===== src/logic/sbwm_regs.svh =====
// Constants for the per-beat lane-masked write path
//
// Summary of operation
// - Write starts on load low with write select low; beats follow on two next edges.
// - Lane selects are sampled with each beat and apply to that beat only.
// - Lane selects may differ between the two beats; each beat keeps its own mask.
// - 8-bit width, both half selects low: write all eight bits.
// - 8-bit width, select 0 low only: write bits 3..0, keep bits 7..4.
// - 8-bit width, select 1 low only: write bits 7..4, keep bits 3..0.
// - 18-bit width, both selects low: write all eighteen bits.
// - 18-bit width, select 0 low only: write bits 8..0, keep bits 17..9.
// - 18-bit width, select 1 low only: write bits 17..9, keep bits 8..0.
// - 8-bit and 18-bit widths, both selects high: word left unchanged.
// - 9-bit width, one select: low writes bits 8..0, high changes nothing.
// - 36-bit width, all four selects low: write all thirty-six bits.
// - 36-bit width, only select 0 low: write bits 8..0, keep the rest.
// - 36-bit width, only select 1, 2 or 3 low: write that lane only.
// - 36-bit width, all selects high: word left unchanged.
`ifndef SBWM_REGS_SVH
`define SBWM_REGS_SVH
`define SBWM_NIBBLE_W 4
`define SBWM_LANE_W 9
`define SBWM_DW_X8 8
`define SBWM_DW_X9 9
`define SBWM_DW_X18 18
`define SBWM_DW_X36 36
`define SBWM_DEF_AW 4
`endif


===== src/logic/sbwm_pkg.sv =====
// Types for the per-beat lane-masked write path
package sbwm_pkg;
  typedef enum logic [1:0] {
    ST_IDLE,
    ST_BEAT0,
    ST_BEAT1
  } sbwm_state_t;

  // Per-beat select pins, all active low
  typedef struct packed {
    logic lane_select_3_n;
    logic lane_select_2_n;
    logic lane_select_1_n;
    logic lane_select_0_n;
    logic half_select_1_n;
    logic half_select_0_n;
  } sbwm_sel_t;

  // Command pins sampled at the address edge
  typedef struct packed {
    logic load_request_n;
    logic read_write_n;
  } sbwm_cmd_t;
endpackage : sbwm_pkg


===== src/logic/sbwm_write_mask.sv =====
// Burst write path of the SRAM core with per-beat lane masking
`timescale 1ns/1ps
`default_nettype none
`include "sbwm_regs.svh"
module sbwm_write_mask #(
  parameter int DW = `SBWM_DW_X18,
  parameter int AW = `SBWM_DEF_AW
) (
  // Clock and reset
  input wire logic core_clk,
  input wire logic arst_n,
  // Command and address
  input wire sbwm_pkg::sbwm_cmd_t cmd,
  input wire logic [AW-1:0] wr_addr,
  // Data beat and its selects
  input wire logic [DW-1:0] wr_data,
  input wire sbwm_pkg::sbwm_sel_t sel,
  // Array read-back
  input wire logic [AW-1:0] rd_addr,
  output logic [2*DW-1:0] rd_data,
  // Status
  output logic write_commit,
  output logic busy
);
  import sbwm_pkg::*;

  localparam int DEPTH = 1 << AW;

  // Expand one beat's active-low selects into a bit write mask
  function automatic logic [DW-1:0] beat_mask(input sbwm_sel_t s);
    logic [35:0] m;
    m = 36'h0;
    if (DW == `SBWM_DW_X8) begin
      m[`SBWM_NIBBLE_W-1:0] = {`SBWM_NIBBLE_W{~s.half_select_0_n}};
      m[2*`SBWM_NIBBLE_W-1:`SBWM_NIBBLE_W] = {`SBWM_NIBBLE_W{~s.half_select_1_n}};
    end else begin
      m[`SBWM_LANE_W-1:0] = {`SBWM_LANE_W{~s.lane_select_0_n}};
      if (DW >= `SBWM_DW_X18) begin
        m[2*`SBWM_LANE_W-1:`SBWM_LANE_W] = {`SBWM_LANE_W{~s.lane_select_1_n}};
      end
      if (DW == `SBWM_DW_X36) begin
        m[3*`SBWM_LANE_W-1:2*`SBWM_LANE_W] = {`SBWM_LANE_W{~s.lane_select_2_n}};
        m[4*`SBWM_LANE_W-1:3*`SBWM_LANE_W] = {`SBWM_LANE_W{~s.lane_select_3_n}};
      end
    end
    return m[DW-1:0];
  endfunction : beat_mask

  sbwm_state_t state_r, state_nxt;
  logic [AW-1:0] addr_r, addr_nxt;
  logic [DW-1:0] b0_data_r, b0_data_nxt;
  logic [DW-1:0] b0_mask_r, b0_mask_nxt;
  logic post_vld_r, post_vld_nxt;
  logic [AW-1:0] post_addr_r, post_addr_nxt;
  logic [2*DW-1:0] post_data_r, post_data_nxt;
  logic [2*DW-1:0] post_mask_r, post_mask_nxt;
  logic [2*DW-1:0] mem_r [DEPTH];
  logic [2*DW-1:0] mem_nxt [DEPTH];
  logic [2*DW-1:0] rd_data_r, rd_data_nxt;
  logic start;

  // A new write may be taken while the second beat of the last one lands
  assign start = (state_r == ST_IDLE || state_r == ST_BEAT1)
                 && !cmd.load_request_n && !cmd.read_write_n;

  always_comb begin
    state_nxt = state_r;
    addr_nxt = addr_r;
    b0_data_nxt = b0_data_r;
    b0_mask_nxt = b0_mask_r;
    post_vld_nxt = 1'b0;
    post_addr_nxt = post_addr_r;
    post_data_nxt = post_data_r;
    post_mask_nxt = post_mask_r;
    unique case (state_r)
      ST_IDLE: begin
        if (start) begin
          state_nxt = ST_BEAT0;
          addr_nxt = wr_addr;
        end
      end
      ST_BEAT0: begin
        // First beat and its own mask
        b0_data_nxt = wr_data;
        b0_mask_nxt = beat_mask(sel);
        state_nxt = ST_BEAT1;
      end
      ST_BEAT1: begin
        // Second beat sampled with fresh selects; both masks posted with data
        post_vld_nxt = 1'b1;
        post_addr_nxt = addr_r;
        post_data_nxt = {wr_data, b0_data_r};
        post_mask_nxt = {beat_mask(sel), b0_mask_r};
        if (start) begin
          state_nxt = ST_BEAT0;
          addr_nxt = wr_addr;
        end else begin
          state_nxt = ST_IDLE;
        end
      end
    endcase
  end

  // Array update, one slice per word: unselected bits keep their old contents
  for (genvar w = 0; w < DEPTH; w++) begin : g_word
    logic hit;

    // Only the posted word is touched; every other word holds
    assign hit = post_vld_r && (post_addr_r == AW'(w));

    always_comb begin
      mem_nxt[w] = mem_r[w];
      if (hit) begin
        mem_nxt[w] = (mem_r[w] & ~post_mask_r) | (post_data_r & post_mask_r);
      end
    end

    always_ff @(posedge core_clk or negedge arst_n) begin
      if (!arst_n) begin
        mem_r[w] <= '0;
      end else begin
        mem_r[w] <= mem_nxt[w];
      end
    end
  end

  // Read-back port; no bypass, so a word reads new one edge after it lands in the array
  always_comb begin
    rd_data_nxt = mem_r[rd_addr];
  end

  always_ff @(posedge core_clk or negedge arst_n) begin
    if (!arst_n) begin
      rd_data_r <= '0;
    end else begin
      rd_data_r <= rd_data_nxt;
    end
  end

  // Burst control
  always_ff @(posedge core_clk or negedge arst_n) begin
    if (!arst_n) begin
      state_r <= ST_IDLE;
      addr_r <= '0;
    end else begin
      state_r <= state_nxt;
      addr_r <= addr_nxt;
    end
  end

  // First beat held until its partner arrives
  always_ff @(posedge core_clk or negedge arst_n) begin
    if (!arst_n) begin
      b0_data_r <= '0;
      b0_mask_r <= '0;
    end else begin
      b0_data_r <= b0_data_nxt;
      b0_mask_r <= b0_mask_nxt;
    end
  end

  // Posted write: masks travel with their data so late commits stay correct
  always_ff @(posedge core_clk or negedge arst_n) begin
    if (!arst_n) begin
      post_vld_r <= 1'b0;
      post_addr_r <= '0;
      post_data_r <= '0;
      post_mask_r <= '0;
    end else begin
      post_vld_r <= post_vld_nxt;
      post_addr_r <= post_addr_nxt;
      post_data_r <= post_data_nxt;
      post_mask_r <= post_mask_nxt;
    end
  end

  assign rd_data = rd_data_r;
  assign write_commit = post_vld_r;
  assign busy = (state_r != ST_IDLE) || post_vld_r;
endmodule : sbwm_write_mask
`default_nettype wire


===== config.mk =====
export PLATFORM = sky130hd
export DESIGN_NAME = sbwm_write_mask
export DESIGN_NICKNAME = d
export VERILOG_FILES = /design/src/logic/sbwm_pkg.sv /design/src/logic/sbwm_write_mask.sv
export VERILOG_INCLUDE_DIRS = /design/src /design/src/logic
export SDC_FILE = /design/constraint.sdc
export NUM_CORES = 1
export LEC_CHECK = 0
export ABC_CLOCK_PERIOD_IN_PS = 4600
export BUFFER_PORTS_ARGS = -buffer_cell sky130_fd_sc_hd__buf_4
export CAP_MARGIN = 25
export CORE_MARGIN = 10
export CORE_UTILIZATION = 41
export CTS_BUF_LIST = sky130_fd_sc_hd__clkbuf_4 sky130_fd_sc_hd__clkbuf_8
export DETAILED_ROUTE_END_ITERATION = 12
export SLEW_MARGIN = 20
export SYNTH_ARGS = -nofsm -noshare
export SYNTH_HDL_FRONTEND = slang
export SYNTH_SLANG_ARGS = --single-unit

===== constraint.sdc =====
create_clock -name core_clk -period 4.6 [get_ports core_clk]
set_input_delay 0.46 -clock core_clk [delete_from_list [all_inputs] [get_ports core_clk]]
set_output_delay 0.46 -clock core_clk [all_outputs]
set_load 0.02 [all_outputs]

# [Word-level counts from Yosys, hierarchy flattened]
# Cells that the tools add are included.
[word_totals] reg_bits=715 inputBits=36
[classes] muxes=7 reduce_logical=27 magnitude_cmp=1 n_eq_ne=18 n_bitwise=37
[ops] op="36-bit AND" n=17
[ops] op="36-bit OR" n=16
[ops] op="36-bit binary-select mux with 4-bit select" n=1
[ops] op="36-bit 2-to-1 mux" n=2
[ops] op="36-bit inverter" n=1
[ops] op="4-bit equality test (second input constant)" n=8
[ops] op="1-bit logical AND" n=18
[ops] op="4-bit by 3-bit equality test with 1-bit output (second input constant)" n=4
[ops] op="4-bit by 2-bit equality test with 1-bit output (second input constant)" n=2
[ops] op="2-bit case mux with 3 select lines" n=1
[ops] op="5-bit >= comparator (second input constant)" n=1
[ops] op="4-bit inverter with 5-bit output" n=1
[ops] op="4-bit by 1-bit equality test with 1-bit output (second input constant)" n=1
[ops] op="4-bit logical NOT" n=1
[ops] op="2-bit by 1-bit equality test with 1-bit output (second input constant)" n=1
[ops] op="2-bit equality test (second input constant)" n=1
[ops] op="1-bit logical NOT" n=2
[ops] op="2-bit logical NOT" n=1
[ops] op="1-bit logical OR" n=2
[ops] op="1-bit 2-to-1 mux" n=2
[ops] op="2-bit 2-to-1 mux" n=1
[ops] op="2-bit inequality test (second input constant)" n=1
[ops] op="1-bit inverter" n=2
[ops] op="2-bit AND reduction" n=1
[ops] op="other kinds (2)" n=2

# [Logic depth before layout (Yosys ltp)]
[logic_depth] word_depth=6 ltp_mapped=6

# [Least setup slack after synthesis]
# No wires, ideal clock.
[synth_path] path_type="input to register" start="input port rd_addr[1]" end="register rd_data_r[10] (netlist: rd_data[10])" arrival_ps=1679 cell_stages=6 required_time_ps=4476 path_buffers=3 path_slack_ps=2797 path_cell_list="buf_2 buf_2 buf_1 mux4_2 a22oi_1 nand2_1"
[synth_between] elab_chain_len=4
[synth_rtl] element="from (decl)" line="sbwm_write_mask.sv:19" text="input wire logic [AW-1:0] rd_addr,"
[synth_rtl] element="4-bit inverter with 5-bit output (implied by the code)" line="sbwm_write_mask.sv:129" text="rd_data_nxt = mem_r[rd_addr];"
[synth_rtl] element="36-bit binary-select mux with 4-bit select" line="sbwm_write_mask.sv:129"
[synth_rtl] element="36-bit 2-to-1 mux (implied by the code) (2 in a row)" line="sbwm_write_mask.sv:129"
[synth_rtl] element="net rd_data_nxt[10]" line="sbwm_write_mask.sv:59" text="logic [2*DW-1:0] rd_data_r, rd_data_nxt;"
[synth_rtl] element="to (signal assigned)" line="sbwm_write_mask.sv:136" text="rd_data_r <= rd_data_nxt;"
[synth_rtl] element="to (decl)" line="sbwm_write_mask.sv:59"
# The timed path passes the listed nets, and every way through them passes these cells. The select of a mux whose other input is x is not followed.
# A chain may end at the register's enable or synchronous reset.

==> impl_results.md <==
* Status: finished clean
* Die H at 288.5 um
* CP startpoint kind: register
* Gr usage total at 0.1711
* Hold path depth at 3
* WL/cell at 23.64 um
* Asr flop ratio synth at 1.000
* IO buf count at 69
* P&R area growth vs syn at 14.06%
* Grt total ovfl at 0
* Crit path time final at 3060 ps
* Yosys cell types at 32
* Peak supply drop at 0.2852 mV
* Num Clock Sinks at 683
* YS warnings at 0
* Starting density of the core at 0.4134
* Initial antenna violation count at 1
* Critical path class: register to register
* RePlAce Congestion at 0.7219
* Std-Cell Core Area at 71,490 um^2
* Synth top cells by count: 683 x dfrtp_1, 636 x mux2_2, 144 x mux4_2
* Clock buffer depth at 3
* Worst r2r src: write_commit
* Most numerous cell in the Yosys netlist: dfrtp_1
* Post-synthesis sequential area ratio at 0.5783
* Final nets at 1,946
* Vias per inst at 5.464
* RSZ-0062 raised after global routing: false
* Worst path max stage delay at 960 ps
* H-tree depth at 3
* I/O pins at 74
* Util after Layout at 0.4716
* Fmax at 326.8 MHz
* Die width at 288.5 um
* Register-to-register path setup slack at 1540 ps
* Resized Gates After CTS at 0
* Vias at 16,100
* First-pass DRT Iterations at 4
* Worst-path clk slew at 60 ps
* Ranking of synthesized cells by area: dfrtp_1 58%, mux2_2 24%, mux4_2 11%, a22oi_1 1.8%, clkbuf_1 0.94%
* CTS tree: yes
* Placed Cells at 2,721
* Post-synth EDFFs at 0
* WHS Endpoint: state_r[0]
* Static Leakage at 0.01584 uW
* First-pass GRT wire length at 109.3 mm
* Post-CTS Setup Inserts at 0
* Post-synthesis register bit count at 683
* CP required at 5170 ps
* Worst-margin pin slew at 971.5 ps
* Non-filler cells in the finished layout at 2,946
* Rows at 98
* Hold_buf cts at 25
* Slew Limit Fails at 0
* Final period utilization at 0.6652
* Pin count of the biggest net entering global routing at 114
* Hold path startpoint: cmd[0]
* Delay-heaviest family, CP: simple AND/OR/NAND/NOR gates
* Syn_nets at 1,831
* Yosys top cell area share at 0.5783
* Hold crit path type: input port to register
* Vias in the first global route at 17,930
* Worst path slowest cell: nor2_2
* WP data arrival at 3630 ps
* Post-synth top flop: dfrtp_1
* Routed Antenna Nets at 0
* Mapped Area at 29,550 um^2
* Clock buffer count from CTS at 112
* Post-DP HPWL at 41.79 mm
* Layout Skew at 21.56 ps
* DRT iter0 DRCs at 888
* Avg Inst Size Synth at 16.46 um^2
* WL final at 69.66 mm
* Crit. End Element: register
* Critical path, cell by cell: nand4b_1, nor2_2, mux2_2
* Cells after Synth at 1,795
* Max-cap violations at 0
* Power Dens Cells at 573.2 nW/um^2
* DIE AREA at 83,220 um^2
* Residual DRC at 0
* Max_slew headroom at 0.3489
* TNS Setup at 0 ps
* Final setup violation count at 0
* Layout cells sized above 1 at 0.5749
* Path depth of the worst reg2reg path at 3
* Crit path buf inv count at 0
* Crit path max fanout at 14
* Endpoints failing hold at 0
* Worst-Skew Late Latency at 700 ps
* Root Driver: clkbuf_8
* Cell taking the most area after synthesis: dfrtp_1
## per-stage QoR
stage          hold WS (ps)  cell area, um^2  setup WS (ps)  total power, uW
2_1_floorplan         164.4            29550           2797            12530
3_3_place_gp          459.1            31070           1693            13620
3_5_place_dp          471.6            31070           1648            13950
4_1_cts               35.56            33710           1622            19580
5_1_grt               60.10            33710           1451            20440
6_report              112.4            33710           1540            19320
## cell families (layout without fill, tap and decap cells)
kind of cell,after synthesis,after routing,share of synthesized area
mux,784,784,0.3536
flops,683,683,0.5783
simple gates,136,136,0.03167
buf+inv,115,315,0.01723
compound gates,77,77,0.01922
other cells,0,1,0
## worst reg2reg max path: cells and delay by family (launching register included)
kind             cells  cell delay [ps]
AND/OR/NAND/NOR      2             1820
flip-flops           1              690
multiplexers         1              420
## where the power goes
| part | total [uW] | internal (uW) | switching, uW |
|---|---|---|---|
| clock network | 5520 | 3170 | 2360 |
| registers | 9750 | 8120 | 1630 |
| logic | 4050 | 2560 | 1490 |
## cell usage in the layout, fill, tap and decap left out, types with 2 or more instances in the layout
cell type      count
dfrtp_1          683
mux2_2           636
mux4_2           144
clkbuf_8         142
buf_4             77
a22oi_1           72
clkbuf_4          45
nand2_1           38
nor2_2            31
dlygate4sd3_1     25
nand2_2           20
nor2_4            14
buf_12             9
clkinv_2           8
nand2b_1           5
nor2_8             4
mux2_1             4
nor2b_1            4
nor2b_4            3
and4bb_2           3
nand4bb_1          3
nand4b_1           3
clkinvlp_4         3
o21ai_0            2
nor2_1             2
a21oi_1            2
buf_8              2
## routing by layer
metal	up-vias	global-route usage	wire, um
li1	6930	-	-
met1	8756	0.2388	32360
met4	0	0.04883	1581
met2	295	0.2712	33110
met3	116	0.03112	2601
met5	-	0	0
## worst max path at each step
stage | cells past startpoint | from | endpoint | slack (ps)
final | 3 | write_commit | register | 1540
after detailed placement | 3 | write_commit | register | 1650
after floorplan | 6 | rd_addr[1] | rd_data[10] | 2800
after global placement | 3 | write_commit | register | 1690
after global routing | 3 | write_commit | register | 1450
after CTS | 3 | write_commit | register | 1620
## area by class of cell
| type | count | area [um^2] |
|---|---|---|
| diodes | 1 | 2.502 |
| multi-input cells | 997 | 11990 |
| repair buffers | 115 | 1055 |
| clock buffers | 187 | 2292 |
| flip-flops and latches | 683 | 17090 |
| well taps | 950 | 1189 |
| fillers | 6228 | 37780 |
| inverters | 1 | 3.754 |
| clock inverters | 12 | 92.59 |
No activity file was read; power rests on OpenSTA's default activity.
